==> src/logic/gpio_sf_pkg.sv <==
package gpio_sf_pkg;
  localparam int NUM_LINES = 17;
  localparam int NUM_AIN = 6;
  localparam int AIN_FIRST = 9;
  localparam int AIN_W = 16;
  localparam int LINE_JOIN = 0;
  localparam int LINE_CTS = 1;
  localparam int LINE_RTS = 2;
  localparam int LINE_DTR = 3;
  localparam int LINE_DSR = 4;
  localparam int LINE_PWR = 15;
  localparam int LINE_NET = 16;
  localparam int SYNC_W = NUM_LINES + 1;

  localparam logic [2:0] MODE_UNMON = 3'h0;
  localparam logic [2:0] MODE_MON = 3'h1;
  localparam logic [2:0] MODE_OUT_LO = 3'h2;
  localparam logic [2:0] MODE_OUT_HI = 3'h3;
  localparam logic [2:0] MODE_ANALOG = 3'h4;
  localparam logic [2:0] MODE_ALT = 3'h5;

  localparam logic [7:0] ADDR_MODE_LO = 8'h00;
  localparam logic [7:0] ADDR_MODE_HI = 8'h04;
  localparam logic [7:0] ADDR_DOUT = 8'h08;
  localparam logic [7:0] ADDR_DIN = 8'h0C;
  localparam logic [7:0] ADDR_AMASK = 8'h10;
  localparam logic [7:0] ADDR_AIN0 = 8'h20;
  localparam logic [7:0] ADDR_AIN_END = 8'h38;
  localparam logic [7:0] ADDR_JOIN_TO = 8'h40;
  localparam logic [7:0] ADDR_PERIOD = 8'h44;
  localparam logic [7:0] ADDR_CFG = 8'h48;
  localparam logic [7:0] ADDR_CMD = 8'h4C;
  localparam logic [7:0] ADDR_FWD_LO = 8'h50;
  localparam logic [7:0] ADDR_FWD_HI = 8'h54;
  localparam logic [7:0] ADDR_FWD_OP = 8'h58;
  localparam logic [7:0] ADDR_STATUS = 8'h5C;
  localparam logic [7:0] ADDR_FWD_RESP = 8'h60;
  localparam logic [7:0] ADDR_DEST_LO = 8'h64;
  localparam logic [7:0] ADDR_DEST_HI = 8'h68;
  localparam int LO_LINES = 10;

  localparam int CMD_APPLY_BIT = 0;
  localparam int CMD_FWD_BIT = 1;
  localparam int CFG_TARGET_BIT = 0;
  localparam int CFG_DISPLAY_BIT = 1;
  localparam int CFG_LED_BIT = 2;
  localparam int CFG_SINK_LSB = 8;
  localparam logic [16:0] AIN_STAR = 17'h10000;

  localparam longint CLK_FREQ_HZ = 250000000;
  localparam longint FACTORY_HOLD_MS = 2000;
  localparam longint FACTORY_HOLD_CYC_DEF = FACTORY_HOLD_MS * CLK_FREQ_HZ / 1000;
  localparam longint SEC_S = 1;
  localparam longint SEC_CYC_DEF = SEC_S * CLK_FREQ_HZ;
  localparam longint BLINK_HALF_MS = 500;
  localparam longint BLINK_CYC_DEF = BLINK_HALF_MS * CLK_FREQ_HZ / 1000;
  localparam logic [2:0] STARTUP_CYC = 3'h4;

  localparam logic [7:0] CH_PLUS = 8'h2B;
  localparam logic [7:0] CH_BAR = 8'h7C;
  localparam logic [7:0] CH_CR = 8'h0D;
  localparam logic [7:0] CH_0 = 8'h30;
  localparam logic [7:0] CH_1 = 8'h31;
  localparam logic [7:0] CH_A = 8'h41;
  localparam logic [5:0] DISP_ADDR0 = 6'h02;
  localparam logic [5:0] DISP_BAR = 6'h12;
  localparam logic [5:0] DISP_LINE_ZERO = 6'h13;
  localparam logic [5:0] DISP_CR = 6'h24;

  typedef enum logic {FR_IDLE, FR_HELD} fr_state_t;
endpackage

==> src/logic/pin_sync.sv <==
`timescale 1ns/1ns
module pin_sync #(
  parameter int W = 1,
  parameter logic [W-1:0] RST_VAL = '0
) (
  input wire logic i_clk,
  input wire logic i_resetn,
  input wire logic i_ce,
  input wire logic [W-1:0] i_d,
  output logic [W-1:0] o_q
);
  typedef struct packed {
    logic [W-1:0] s1;
    logic [W-1:0] s2;
  } sync_t;
  sync_t q;
  sync_t d;

  // first stage feeds only the second stage
  always_comb begin
    d.s1 = i_d;
    d.s2 = q.s1;
  end

  always_ff @(posedge i_clk or negedge i_resetn) begin
    if (!i_resetn) begin
      q <= {RST_VAL, RST_VAL};
    end else if (i_ce) begin
      q <= d;
    end
  end

  assign o_q = q.s2;
endmodule

==> src/logic/period_timer.sv <==
`timescale 1ns/1ns
module period_timer #(
  parameter int W = 16
) (
  input wire logic i_clk,
  input wire logic i_resetn,
  input wire logic i_ce,
  input wire logic i_tick,
  input wire logic i_restart,
  input wire logic [W-1:0] i_period,
  output logic o_fire
);
  typedef struct packed {
    logic [W-1:0] cnt;
    logic fire;
  } tmr_t;
  tmr_t q;
  tmr_t d;

  // a period of zero parks the counter and never fires
  always_comb begin
    d = q;
    d.fire = 1'b0;
    if (i_restart || i_period == '0) begin
      d.cnt = '0;
    end else if (i_tick) begin
      if (W'(q.cnt + 1'b1) >= i_period) begin
        d.cnt = '0;
        d.fire = 1'b1;
      end else begin
        d.cnt = W'(q.cnt + 1'b1);
      end
    end
  end

  always_ff @(posedge i_clk or negedge i_resetn) begin
    if (!i_resetn) begin
      q <= '0;
    end else if (i_ce) begin
      q <= d;
    end
  end

  assign o_fire = q.fire;
endmodule

==> src/logic/gpio_special_function_sampler.sv <==
`timescale 1ns/1ns
module gpio_special_function_sampler #(
  parameter int unsigned FACTORY_HOLD_CYC = 32'(gpio_sf_pkg::FACTORY_HOLD_CYC_DEF),
  parameter int unsigned SEC_CYC = 32'(gpio_sf_pkg::SEC_CYC_DEF),
  parameter int unsigned BLINK_CYC = 32'(gpio_sf_pkg::BLINK_CYC_DEF)
) (
  input wire logic i_clk,
  input wire logic i_resetn,
  input wire logic i_ce,
  input wire logic [7:0] i_addr,
  input wire logic [31:0] i_wdata,
  input wire logic i_wr,
  input wire logic i_rd,
  output logic [31:0] o_rdata,
  input wire logic [gpio_sf_pkg::NUM_LINES-1:0] i_gpio_in,
  output logic [gpio_sf_pkg::NUM_LINES-1:0] o_gpio_out,
  output logic [gpio_sf_pkg::NUM_LINES-1:0] o_gpio_oe,
  input wire logic i_factory_n,
  input wire logic i_sleeping,
  input wire logic i_end_device,
  input wire logic i_joined,
  input wire logic i_rts,
  input wire logic i_dtr,
  output logic o_cts,
  output logic o_dsr,
  output logic o_factory_restore,
  output logic o_bootloader,
  output logic o_wake,
  output logic o_permit_join,
  input wire logic [gpio_sf_pkg::NUM_AIN*gpio_sf_pkg::AIN_W-1:0] i_ain,
  output logic o_fwd_req,
  output logic [63:0] o_fwd_addr,
  output logic [31:0] o_fwd_op,
  input wire logic i_fwd_done,
  input wire logic [31:0] i_fwd_resp,
  output logic o_sample_req,
  output logic o_sample_to_sink,
  output logic [63:0] o_sample_dest,
  output logic [gpio_sf_pkg::NUM_LINES-1:0] o_sample_gpio,
  output logic o_advertise,
  input wire logic i_rx_valid,
  input wire logic [63:0] i_rx_addr,
  input wire logic [gpio_sf_pkg::NUM_LINES-1:0] i_rx_gpio,
  output logic o_disp_valid,
  output logic [7:0] o_disp_char,
  input wire logic i_disp_ready
);
  import gpio_sf_pkg::*;

  typedef struct packed {
    logic [NUM_LINES-1:0][2:0] mode;
    logic [NUM_LINES-1:0] dout;
    logic [7:0] join_to;
    logic [15:0] per_sh;
    logic [15:0] per_ap;
    logic tgt_sh;
    logic tgt_ap;
    logic disp_en;
    logic led_mgmt;
    logic [7:0] sink_sh;
    logic [7:0] sink_ap;
    logic [63:0] dest_sh;
    logic [63:0] dest_ap;
    logic [63:0] fwd_addr;
    logic [31:0] fwd_op;
    logic [31:0] fwd_resp;
    logic fwd_busy;
    logic fwd_req;
    logic [31:0] rdata;
    fr_state_t fr_st;
    logic [31:0] fr_cnt;
    logic restore;
    logic [2:0] st_cnt;
    logic started;
    logic boot;
    logic l0_prev;
    logic wake;
    logic [7:0] pj_cnt;
    logic permit;
    logic [31:0] sec_cnt;
    logic [31:0] blink_cnt;
    logic blink;
    logic [NUM_LINES-1:0] pin_out;
    logic [NUM_LINES-1:0] pin_oe;
    logic cts;
    logic dsr;
    logic sample_req;
    logic [NUM_LINES-1:0] sample_gpio;
    logic adv;
    logic disp_busy;
    logic disp_valid;
    logic [5:0] disp_idx;
    logic [7:0] disp_char;
    logic [63:0] disp_addr;
    logic [NUM_LINES-1:0] disp_gpio;
  } state_t;

  state_t q;
  state_t d;
  logic [SYNC_W-1:0] sync_w;
  logic pressed_w;
  logic tick_w;
  logic apply_w;
  logic sample_fire_w;
  logic adv_fire_w;
  logic [NUM_LINES-1:0] levels_w;
  logic [NUM_LINES-1:0] amask_w;
  logic [2:0] ain_ch_w;

  // pulled-up lines reset high so no false press or edge is seen
  pin_sync #(.W(SYNC_W), .RST_VAL({SYNC_W{1'b1}})) u_sync (
    .i_clk(i_clk),
    .i_resetn(i_resetn),
    .i_ce(i_ce),
    .i_d({i_factory_n, i_gpio_in}),
    .o_q(sync_w)
  );

  period_timer #(.W(16)) u_sample_tmr (
    .i_clk(i_clk),
    .i_resetn(i_resetn),
    .i_ce(i_ce),
    .i_tick(tick_w),
    .i_restart(apply_w),
    .i_period(q.per_ap),
    .o_fire(sample_fire_w)
  );

  period_timer #(.W(8)) u_adv_tmr (
    .i_clk(i_clk),
    .i_resetn(i_resetn),
    .i_ce(i_ce),
    .i_tick(tick_w),
    .i_restart(apply_w),
    .i_period(q.sink_ap),
    .o_fire(adv_fire_w)
  );

  function automatic logic [7:0] disp_char_f(input logic [5:0] idx, input logic [63:0] addr,
                                             input logic [NUM_LINES-1:0] gpio);
    logic [63:0] sh;
    logic [3:0] nib;
    logic [5:0] k;
    sh = addr << {idx - DISP_ADDR0, 2'b00};
    nib = sh[63:60];
    k = idx - DISP_LINE_ZERO;
    if (idx < DISP_ADDR0) begin
      disp_char_f = CH_PLUS;
    end else if (idx < DISP_BAR) begin
      disp_char_f = (nib < 4'hA) ? CH_0 + {4'h0, nib} : CH_A + {4'h0, nib} - 8'h0A;
    end else if (idx == DISP_BAR) begin
      disp_char_f = CH_BAR;
    end else if (idx < DISP_CR) begin
      disp_char_f = gpio[k[4:0]] ? CH_1 : CH_0;
    end else begin
      disp_char_f = CH_CR;
    end
  endfunction

  assign pressed_w = ~sync_w[SYNC_W-1];
  assign tick_w = (q.sec_cnt == SEC_CYC - 1);
  assign apply_w = i_wr && (i_addr == ADDR_CMD) && i_wdata[CMD_APPLY_BIT];
  assign ain_ch_w = 3'((i_addr - ADDR_AIN0) >> 2);

  always_comb begin
    for (int i = 0; i < NUM_LINES; i++) begin
      amask_w[i] = (i >= AIN_FIRST) && (i < AIN_FIRST + NUM_AIN) && (q.mode[i] == MODE_ANALOG);
      levels_w[i] = sync_w[i] && !amask_w[i];
    end
  end

  always_comb begin
    d = q;
    d.restore = 1'b0;
    d.wake = 1'b0;
    d.fwd_req = 1'b0;
    d.adv = adv_fire_w;
    d.rdata = '0;
    d.sec_cnt = tick_w ? '0 : q.sec_cnt + 32'h1;
    if (q.blink_cnt == BLINK_CYC - 1) begin
      d.blink_cnt = '0;
      d.blink = ~q.blink;
    end else begin
      d.blink_cnt = q.blink_cnt + 32'h1;
    end
    if (i_fwd_done && q.fwd_busy) begin
      d.fwd_busy = 1'b0;
      d.fwd_resp = i_fwd_resp;
    end
    if (i_wr) begin
      case (i_addr)
        ADDR_MODE_LO: begin
          for (int i = 0; i < LO_LINES; i++) begin
            d.mode[i] = i_wdata[3*i +: 3];
          end
        end
        ADDR_MODE_HI: begin
          for (int i = LO_LINES; i < NUM_LINES; i++) begin
            d.mode[i] = i_wdata[3*(i-LO_LINES) +: 3];
          end
        end
        ADDR_DOUT: d.dout = i_wdata[NUM_LINES-1:0];
        ADDR_JOIN_TO: d.join_to = i_wdata[7:0];
        ADDR_PERIOD: d.per_sh = i_wdata[15:0];
        ADDR_CFG: begin
          d.tgt_sh = i_wdata[CFG_TARGET_BIT];
          d.disp_en = i_wdata[CFG_DISPLAY_BIT];
          d.led_mgmt = i_wdata[CFG_LED_BIT];
          d.sink_sh = i_wdata[CFG_SINK_LSB +: 8];
        end
        ADDR_DEST_LO: d.dest_sh[31:0] = i_wdata;
        ADDR_DEST_HI: d.dest_sh[63:32] = i_wdata;
        ADDR_FWD_LO: d.fwd_addr[31:0] = i_wdata;
        ADDR_FWD_HI: d.fwd_addr[63:32] = i_wdata;
        ADDR_FWD_OP: d.fwd_op = i_wdata;
        ADDR_CMD: begin
          // a forward asked for while one is in flight is dropped
          if (i_wdata[CMD_FWD_BIT] && !q.fwd_busy) begin
            d.fwd_busy = 1'b1;
            d.fwd_req = 1'b1;
          end
        end
        default: ;
      endcase
    end
    // software sees shadow copies; the sampler runs from the applied set
    if (apply_w) begin
      d.per_ap = q.per_sh;
      d.tgt_ap = q.tgt_sh;
      d.sink_ap = q.sink_sh;
      d.dest_ap = q.dest_sh;
    end
    for (int i = 0; i < NUM_LINES; i++) begin
      if (d.mode[i] != q.mode[i] && d.mode[i] == MODE_OUT_LO) begin
        d.dout[i] = 1'b0;
      end else if (d.mode[i] != q.mode[i] && d.mode[i] == MODE_OUT_HI) begin
        d.dout[i] = 1'b1;
      end
    end
    if (i_rd) begin
      case (i_addr)
        ADDR_MODE_LO: d.rdata = {2'h0, q.mode[LO_LINES-1:0]};
        ADDR_MODE_HI: d.rdata = {11'h0, q.mode[NUM_LINES-1:LO_LINES]};
        ADDR_DOUT: d.rdata = {15'h0, q.dout};
        ADDR_DIN: d.rdata = {15'h0, levels_w};
        ADDR_AMASK: d.rdata = {15'h0, amask_w};
        ADDR_JOIN_TO: d.rdata = {24'h0, q.join_to};
        ADDR_PERIOD: d.rdata = {16'h0, q.per_sh};
        ADDR_CFG: d.rdata = {16'h0, q.sink_sh, 5'h0, q.led_mgmt, q.disp_en, q.tgt_sh};
        ADDR_DEST_LO: d.rdata = q.dest_sh[31:0];
        ADDR_DEST_HI: d.rdata = q.dest_sh[63:32];
        ADDR_FWD_LO: d.rdata = q.fwd_addr[31:0];
        ADDR_FWD_HI: d.rdata = q.fwd_addr[63:32];
        ADDR_FWD_OP: d.rdata = q.fwd_op;
        ADDR_FWD_RESP: d.rdata = q.fwd_resp;
        ADDR_STATUS: d.rdata = {27'h0, q.disp_busy, q.fwd_busy, q.permit, q.boot, q.started};
        default: begin
          if (i_addr >= ADDR_AIN0 && i_addr < ADDR_AIN_END && i_addr[1:0] == 2'h0) begin
            d.rdata = (q.mode[AIN_FIRST + ain_ch_w] == MODE_ANALOG) ?
                      {16'h0, i_ain[AIN_W*ain_ch_w +: AIN_W]} : {15'h0, AIN_STAR};
          end
        end
      endcase
    end
    // startup window: sync chain fills before the button is judged
    if (!q.started) begin
      d.fr_st = FR_IDLE;
      if (q.st_cnt == STARTUP_CYC) begin
        d.started = 1'b1;
        d.boot = pressed_w;
      end else begin
        d.st_cnt = q.st_cnt + 3'h1;
      end
    end else begin
      case (q.fr_st)
        FR_IDLE: begin
          if (pressed_w && !i_sleeping) begin
            d.fr_st = FR_HELD;
            d.fr_cnt = '0;
          end
        end
        FR_HELD: begin
          if (i_sleeping) begin
            d.fr_st = FR_IDLE;
          end else if (pressed_w) begin
            if (q.fr_cnt != FACTORY_HOLD_CYC) begin
              d.fr_cnt = q.fr_cnt + 32'h1;
            end
          end else begin
            d.fr_st = FR_IDLE;
            d.restore = (q.fr_cnt == FACTORY_HOLD_CYC);
          end
        end
        default: d.fr_st = FR_IDLE;
      endcase
    end
    d.l0_prev = sync_w[LINE_JOIN];
    if (q.mode[LINE_JOIN] == MODE_ALT && q.l0_prev && !sync_w[LINE_JOIN]) begin
      if (i_end_device) begin
        d.wake = i_sleeping;
      end else if (q.join_to != 8'h0) begin
        d.permit = 1'b1;
        d.pj_cnt = q.join_to;
      end
    end else if (q.permit && tick_w) begin
      d.pj_cnt = q.pj_cnt - 8'h1;
      d.permit = (q.pj_cnt != 8'h1);
    end
    for (int i = 0; i < NUM_LINES; i++) begin
      d.pin_oe[i] = (q.mode[i] == MODE_OUT_LO) || (q.mode[i] == MODE_OUT_HI);
      d.pin_out[i] = d.pin_oe[i] && q.dout[i];
    end
    d.cts = (q.mode[LINE_CTS] == MODE_ALT) && sync_w[LINE_CTS];
    d.dsr = (q.mode[LINE_DSR] == MODE_ALT) && sync_w[LINE_DSR];
    if (q.mode[LINE_RTS] == MODE_ALT) begin
      d.pin_oe[LINE_RTS] = 1'b1;
      d.pin_out[LINE_RTS] = i_rts;
    end
    if (q.mode[LINE_DTR] == MODE_ALT) begin
      d.pin_oe[LINE_DTR] = 1'b1;
      d.pin_out[LINE_DTR] = i_dtr;
    end
    if (q.mode[LINE_PWR] == MODE_ALT) begin
      d.pin_oe[LINE_PWR] = 1'b1;
      d.pin_out[LINE_PWR] = (i_end_device && q.led_mgmt) ? q.blink : 1'b1;
    end
    if (q.mode[LINE_NET] == MODE_ALT) begin
      d.pin_oe[LINE_NET] = 1'b1;
      d.pin_out[LINE_NET] = q.permit ? q.blink : i_joined;
    end
    d.sample_req = sample_fire_w;
    if (sample_fire_w) begin
      d.sample_gpio = levels_w;
    end
    // one sample on screen at a time; arrivals while busy are dropped
    if (!q.disp_busy) begin
      if (i_rx_valid && q.disp_en) begin
        d.disp_busy = 1'b1;
        d.disp_valid = 1'b1;
        d.disp_idx = '0;
        d.disp_addr = i_rx_addr;
        d.disp_gpio = i_rx_gpio;
        d.disp_char = CH_PLUS;
      end
    end else if (q.disp_valid && i_disp_ready) begin
      if (q.disp_idx == DISP_CR) begin
        d.disp_busy = 1'b0;
        d.disp_valid = 1'b0;
      end else begin
        d.disp_idx = q.disp_idx + 6'h1;
        d.disp_char = disp_char_f(q.disp_idx + 6'h1, q.disp_addr, q.disp_gpio);
      end
    end
  end

  always_ff @(posedge i_clk or negedge i_resetn) begin
    if (!i_resetn) begin
      q <= '0;
    end else if (i_ce) begin
      q <= d;
    end
  end

  assign o_rdata = q.rdata;
  assign o_gpio_out = q.pin_out;
  assign o_gpio_oe = q.pin_oe;
  assign o_cts = q.cts;
  assign o_dsr = q.dsr;
  assign o_factory_restore = q.restore;
  assign o_bootloader = q.boot;
  assign o_wake = q.wake;
  assign o_permit_join = q.permit;
  assign o_fwd_req = q.fwd_req;
  assign o_fwd_addr = q.fwd_addr;
  assign o_fwd_op = q.fwd_op;
  assign o_sample_req = q.sample_req;
  assign o_sample_to_sink = q.tgt_ap;
  assign o_sample_dest = q.dest_ap;
  assign o_sample_gpio = q.sample_gpio;
  assign o_advertise = q.adv;
  assign o_disp_valid = q.disp_valid;
  assign o_disp_char = q.disp_char;
endmodule

==> config.mk <==
export PLATFORM = sky130hd
export DESIGN_NAME = gpio_special_function_sampler
export DESIGN_NICKNAME = d
export VERILOG_FILES = /design/src/logic/gpio_sf_pkg.sv /design/src/logic/pin_sync.sv /design/src/logic/period_timer.sv /design/src/logic/gpio_special_function_sampler.sv
export SDC_FILE = /design/constraint.sdc
export NUM_CORES = 1
export LEC_CHECK = 0
export ABC_CLOCK_PERIOD_IN_PS = 6160
export BUFFER_PORTS_ARGS = -buffer_cell sky130_fd_sc_hd__buf_2
export CORE_MARGIN = 2
export CORE_UTILIZATION = 35
export DETAILED_ROUTE_END_ITERATION = 7
export HOLD_SLACK_MARGIN = 0.08
export REMOVE_ABC_BUFFERS = 1
export SETUP_SLACK_MARGIN = 0.15
export SYNTH_ARGS = -nofsm -noshare
export SYNTH_HDL_FRONTEND = slang
export SYNTH_SLANG_ARGS = --single-unit
==> constraint.sdc <==
create_clock -name i_clk -period 6.16 [get_ports i_clk]
set_input_delay 0.616 -clock i_clk [delete_from_list [all_inputs] [get_ports i_clk]]
set_output_delay 0.616 -clock i_clk [all_outputs]
set_load 0.01 [all_outputs]
==> flow_metrics.tcl, run 1 <==
set metrics [dict create \
    status "finished clean" \
    ys_async_sr_fraction 1.00 \
    fin_util 0.400 \
    tns_ns 0 \
    timing.rr.end "o_disp_char[4]" \
    worstPathArrival_ns 4.39 \
    grtUsageTotal 0.234 \
    p_per_area_nw_per_um2 270 \
    yosysWarningCount 0 \
    finClkSkew_ns 0.0370 \
    htreeDepth 3 \
    drc 0 \
    stdcell_area_um2 42900 \
    clock_latency_ns 0.67 \
    max_clock_freq_mhz 258 \
    cts.sinks 746 \
    finalMaxSlewViolations 0 \
    startpoint "i_addr[3]" \
    required_ns 6.67 \
    root_buffer "clkbuf_16" \
    clk_transition_reported_paths_ns 0.06 \
    vias 27900 \
    drive_above_1_share 0.371 \
    wl_per_cell_um 26.2 \
    critPathMaxFanout 29 \
    post-dp-hpwl_um 94500 \
    synth_edf_count 0 \
    start_kind "input port" \
    start_util 0.352 \
    path_delay_family "simple AND/OR/NAND/NOR gates" \
    intPower_mw 8.58 \
    num_rows 120 \
    slew_headroom 0.145 \
    cp_num_cells 9 \
    design.die.area_um2 110000 \
    rsz0062_at_grt "false" \
    clockBufferDepth 3 \
    hold_start "i_fwd_resp[15]" \
    post_dp_cell_area_um2 40100 \
    p_leak_nw 20.7 \
    rr_worst_depth 9 \
    netlist_area_um2 37700 \
    ir_worst_vdd_v 0.000187 \
    endpoint_kind "register" \
    fin_crit_sh 0.630 \
    r2r_start "q[89]" \
    drtIter0Drc 2889 \
    synthTopCellsByArea "dfrtp_1 (47%), mux2_2 (15%), buf_4 (5.0%), dfstp_2 (2.5%), nand2_1 (2.4%)" \
    power.switching_mw 2.98 \
    cts_tree "done" \
    final_common_cell "dfrtp_1" \
    maxCapViolations 0 \
    grt_pass1_wl_um 192000 \
    die_h_um 332 \
    power_frac_comb 0.094 \
    period_minus_slack_ns 3.88 \
    cp_slowest_cell "nor2_4" \
    io_buffers 540 \
    yosysTopAreaCellShare 0.471 \
    crit_type "input port to register" \
    final_cell_mix "dfrtp_1 (710), buf_2 (537), mux2_2 (501)" \
    fp.coreArea_um2 107000 \
    synth_cell_types 93 \
    fin_nets 3867 \
    die_width_um 332 \
    crit_chain "buf_2 -> inv_1 -> ha_1 -> or3b_2 -> nor2_4 -> nand2_1 -> nor2_4 -> buf_4 -> a221oi_1" \
    cp_num_buf_inv 3 \
    synth.yosys.seq_area_share 0.496 \
    cts_made_buffers 84 \
    syn-instance-count 3307 \
    instances_no_fill 5015 \
    grt_max_degree 169 \
    hold_violations 0 \
    ys_ff_latch 746 \
    wl_um 131000 \
    syn_avg_cell_area_um2 11.4 \
    pin_count 542 \
    hold-worst-slack_ns 0.173 \
    r2r_slack_ns 2.32 \
    placed_cells 4858 \
    cts-resized-gates 0 \
    grt_pass1_vias 27500 \
    viasPerCell 5.56 \
    holdCritPathClass "input port to register" \
    setup_viol 0 \
    timing.critical_path.to "q[626]" \
    p_sw_frac 0.258 \
    antenna_left 0 \
    p_clk_frac 0.442 \
    max_stage_delay_ns 0.78 \
    dr.pass1.iters 6 \
    synth_ff_type "dfrtp_1" \
    max_slew.worst_pin.slew_ns 1.28 \
    place_congestion 0.894 \
    grt.overflow.total 0 \
    crit_top_cell "nor2_4" \
    grt_antenna_before_repair 16 \
    yosysTopAreaCell "dfrtp_1" \
    syn2layout_area_growth_pct 13.6 \
    p_seq_frac 0.464 \
]
## how the worst min path moves through the flow
stage / endpoint / slack [ns] / cells after the start
after floorplan: o_advertise / 0.32 / 0
after global placement: o_rdata[25] / 0.46 / 1
after detailed placement: q[184] / 0.47 / 1
after CTS: q[316] / 0.12 / 2
after global routing: q[311] / 0.16 / 2
final: q[316] / 0.17 / 2
## timing repair
item / 4_1_cts / 5_1_grt
hold buffers: 1 / 0
setup buffers: 0 / 0
hold endpoints to repair: 76 / 0
## per-stage QoR
step	total power [mW]	worst slack (ns)
finish	11.6	2.28
CTS	11.7	2.34
global placement	6.52	1.86
global route	12.0	2.06
detailed placement	6.54	1.75
floorplan	5.93	1.47
## sequential cells by signal, summed over array words and instances (netlist names), 7 cells and up
register        count
o_gpio_oe          17
q                 423
o_fwd_addr         64
u_sample_tmr.q     16
o_disp_char         7
o_sample_gpio      17
o_rdata            32
o_fwd_op           32
u_adv_tmr.q         8
u_sync.d           18
u_sync.o_q         18
o_gpio_out         17
o_sample_dest      64
## per-layer routing
| layer | global-route usage | wire [um] | vias to the layer above |
|---|---|---|---|
| met5 | 0 | 44 | - |
| met4 | 0.0841 | 4660 | 8 |
| met3 | 0.0705 | 12600 | 248 |
| met2 | 0.359 | 59500 | 1212 |
| met1 | 0.311 | 54700 | 14200 |
| li1 | - | - | 12200 |
## final cells by class
| class | count | area, um^2 |
|---|---|---|
| Fill cell | 10400 | 64200 |
| Sequential cell | 746 | 18700 |
| Multi-Input combinational cell | 2044 | 16200 |
| Timing Repair Buffer | 583 | 3110 |
| Clock buffer | 126 | 2420 |
| Tap cell | 1403 | 1760 |
| Clock inverter | 23 | 347 |
| Inverter | 83 | 313 |
| Antenna cell | 7 | 17.5 |
## worst register-to-register path: cells and delay by family (launching register included)
| family | cells | cell delay (ns) |
|---|---|---|
| adder cells (fa/ha/maj) | 2 | 0.85 |
| AND/OR/NAND/NOR | 1 | 0.19 |
| flip-flops | 1 | 0.60 |
| AO/OA/AOI/OAI | 2 | 0.55 |
| XOR/XNOR | 2 | 0.98 |
| multiplexers | 2 | 0.57 |
## power groups by stage
stage	sequential [mW]	combinational (mW)	clock [mW]
floorplan	5.39	0.547	0
global placement	5.45	1.08	0
detailed placement	5.45	1.09	0
CTS	5.36	1.10	5.22
global route	5.39	1.19	5.44
finish	5.37	1.09	5.10
## logic make-up (layout without fill, tap and decap cells)
family | count (synthesis) | in the layout | share of synthesized area
AND/OR/NAND/NOR | 784 | 784 | 0.107
buffers and inverters | 517 | 815 | 0.0788
adder cells (fa/ha/maj) | 45 | 45 | 0.0149
XOR/XNOR | 103 | 103 | 0.0243
multiplexers | 557 | 557 | 0.177
AO/OA/AOI/OAI | 554 | 554 | 0.103
other | 1 | 8 | 0.0000994
flip-flops | 746 | 746 | 0.496
## cells in the mapped netlist, drive strengths merged (10+ instances only)
cell type and count:
dfrtp 710, mux2 501, buf 310, nand2 241, nor2 155, clkbuf 124
o21ai 118, a22oi 110, nand3 95, inv 83, a21oi 75, xnor2 51
xor2 51, ha 45, and3 40, mux4 37, a31oi 36, dfstp 36
nand4 33, nor2b 33, nor3 27, a222oi 26, nand2b 25, a22o 23
nor4 23, a21o 21, mux2i 19, nor4b 18, o2bb2ai 18, nand3b 17
a211oi 15, a221oi 14, nor3b 13, or3 11, o22ai 10, o31ai 10
(Power assumes the default switching activity.)
==> inputs of run 2 (changes only) <==
--- a/config.mk
+++ b/config.mk
@@ -5,7 +5,7 @@
 export SDC_FILE = /design/constraint.sdc
 export NUM_CORES = 1
 export LEC_CHECK = 0
-export ABC_CLOCK_PERIOD_IN_PS = 6160
+export ABC_CLOCK_PERIOD_IN_PS = 3400
 export BUFFER_PORTS_ARGS = -buffer_cell sky130_fd_sc_hd__buf_2
 export CORE_MARGIN = 2
 export CORE_UTILIZATION = 35
==> constraint.sdc (replaced) <==
create_clock -name i_clk -period 3.4 [get_ports i_clk]
set_input_delay 0.34 -clock i_clk [delete_from_list [all_inputs] [get_ports i_clk]]
set_output_delay 0.34 -clock i_clk [all_outputs]
set_load 0.01 [all_outputs]
==> run 2 against run 1 <==
Net effect: die area stayed put; sequential cell count stayed put; design area is 6.7% higher; critical endpoint is now u_sample_tmr.q[3]; combinational power is 110% higher; count of clock-buffer cells in the layout is 5 lower; highest routed layer unchanged; wire length is 2.5% higher; critical path depth is 5 higher; sequential power is 81% higher; sequential share of layout area is 2.7 points lower.
==> flow_metrics.tcl, run 2 (synthesis gave the netlist of run 1 again) <==
set metrics [dict create \
    status "finished clean" \
    crit_type "register to register" \
    multi_input_area_um2 16300 \
    dr.pass1.iters 6 \
    num_rows 120 \
    p_per_area_nw_per_um2 480 \
    grtUsageTotal 0.239 \
    die_width_um 332 \
    htreeDepth 3 \
    antenna_left 0 \
    busiest_layer "met2" \
    rsz0062_at_grt "false" \
    start_util 0.352 \
    worstPathArrival_ns 3.58 \
    path_delay_family "compound AO/OA/AOI/OAI gates" \
    post_cts_buffers 0 \
    wl_um 135000 \
    drive_above_1_share 0.375 \
    fin_nets 4121 \
    required_ns 3.92 \
    dp_worst_setup_slack_ns 0.0498 \
    ir_worst_vdd_v 0.000410 \
    place_congestion 0.903 \
    maxCapViolations 0 \
    fp.coreArea_um2 107000 \
    grt_pass1_wl_um 197000 \
    cts.sinks 746 \
    die_h_um 332 \
    regArea_um2 18700 \
    cts_tree "done" \
    grt_antenna_before_repair 13 \
    wl_per_cell_um 25.5 \
    endpoint_kind "register" \
    max_clock_freq_mhz 326 \
    cp_slowest_cell "dfrtp_1" \
    hold-worst-slack_ns 0.129 \
    cts_made_buffers 87 \
    post-dp-hpwl_um 95900 \
    start_kind "register" \
    holdCritPathClass "input port to register" \
    top_register "q" \
    drtIter0Drc 2561 \
    tns_ns 0 \
    max_stage_delay_ns 0.39 \
    use_met2 0.377 \
    setup_slack_ns 0.335 \
    viasPerCell 5.50 \
    crit_top_cell "nand3_1" \
    period_minus_slack_ns 3.06 \
    cp_num_buf_inv 0 \
    grt_use_met1 0.311 \
    syn2layout_area_growth_pct 21.2 \
    largest_reg_flops 423 \
    instances_no_fill 5274 \
    slew_headroom 0.131 \
    final_cell_mix "dfrtp_1 (709), buf_2 (537), mux2_2 (501)" \
    fin_util 0.427 \
    p_leak_nw 22.0 \
    io_buffers 540 \
    vias 29000 \
    finClkSkew_ns 0.0330 \
    max_slew.worst_pin.slew_ns 1.30 \
    grt_max_degree 90 \
    fill_cells 10100 \
    grt_pass1_vias 28800 \
    fin_crit_sh 0.901 \
    clk_transition_reported_paths_ns 0.06 \
    design.die.area_um2 110000 \
    met3_usage 0.0690 \
    clockBufferDepth 3 \
    root_buffer "clkbuf_16" \
    finalMaxSlewViolations 0 \
    critPathMaxFanout 6 \
    grt.overflow.total 0 \
    clock_latency_ns 0.67 \
    placed_cells 4940 \
    setup_viol 0 \
    crit_chain "ha_2 -> nand3_2 -> nor2_2 -> and3_4 -> nand3_1 -> xnor2_1 -> ha_1 -> nand3_1 -> a211oi_2 -> nand2_1 -> o211a_4 -> a41o_4 -> a21oi_1 -> a31oi_1" \
    drc 0 \
    final_common_cell "dfrtp_1" \
    pin_count 542 \
    hold_violations 0 \
]
-- run 2: cell count changes in the layout (fill, tap and decap cells not counted), sizes merged, moves of 5 or more --
cell         change
buf             +82
bufinv           +6
clkbuf           -5
clkinvlp         +6
dlygate4sd3    +167
-- run 2: area by class of cell --
class	instances	share of cell area
antenna	5	0.000274
sequential	746	0.409
clock inverter	38	0.0123
timing repair buffer	832	0.123
multi-input combinational	2046	0.356
tap	1403	0.0384
clock buffer	121	0.0539
inverter	83	0.00684
-- run 2: timing repair --
item,CTS,global route
gates cloned,0,2
pin swaps,0,0
endpoints found under the setup margin,16,18
gates resized for setup,2,11
hold buffers,168,0
endpoints found under the hold margin,307,0
-- run 2: path summary, 6_finish.rpt --
kind                       slack, ns               from  depth (start not counted)                end
min                             0.13               i_ce                          3             q[154]
max                             0.34  u_sample_tmr.q[2]                         14  u_sample_tmr.q[3]
max in group asynchronous       2.00           i_resetn                          3      u_sync.o_q[3]
max reg2reg                     0.34  u_sample_tmr.q[2]                         14  u_sample_tmr.q[3]
min in group asynchronous       0.33           i_resetn                          2             q[265]
min reg2reg                     0.48             q[184]                          1             q[184]
-- run 2: metal layers --
layer	wire length [um]	part of all wire
met1	55200	0.41
met2	62200	0.46
met3	12300	0.092
met4	4940	0.037
met5	39	0.00029
-- run 2: report_power, final --
| group | internal, mW | leakage (nW) | total [mW] | switching [mW] |
|---|---|---|---|---|
| Clock | 6.00 | 1.47 | 9.99 | 3.99 |
| Sequential | 9.32 | 10.1 | 9.71 | 0.394 |
| Combinational | 1.04 | 10.5 | 2.25 | 1.20 |
-- run 2: tightest hold or removal path, delay by kind of cell --
family / cells / cell delay [ns]
AOI/OAI and AO/OA: 1 / 0.05
buffers and inverters: 1 / 0.20
and+or+nand+nor: 1 / 0.12
-- run 2: through the flow --
step                      cell area (um^2)  total power, mW
final                                45700             21.9
after global routing                 45700             22.7
after CTS                            45600             22.1
after detailed placement             40900             11.9
after global placement               40900             11.9
after floorplan                      35100             10.7
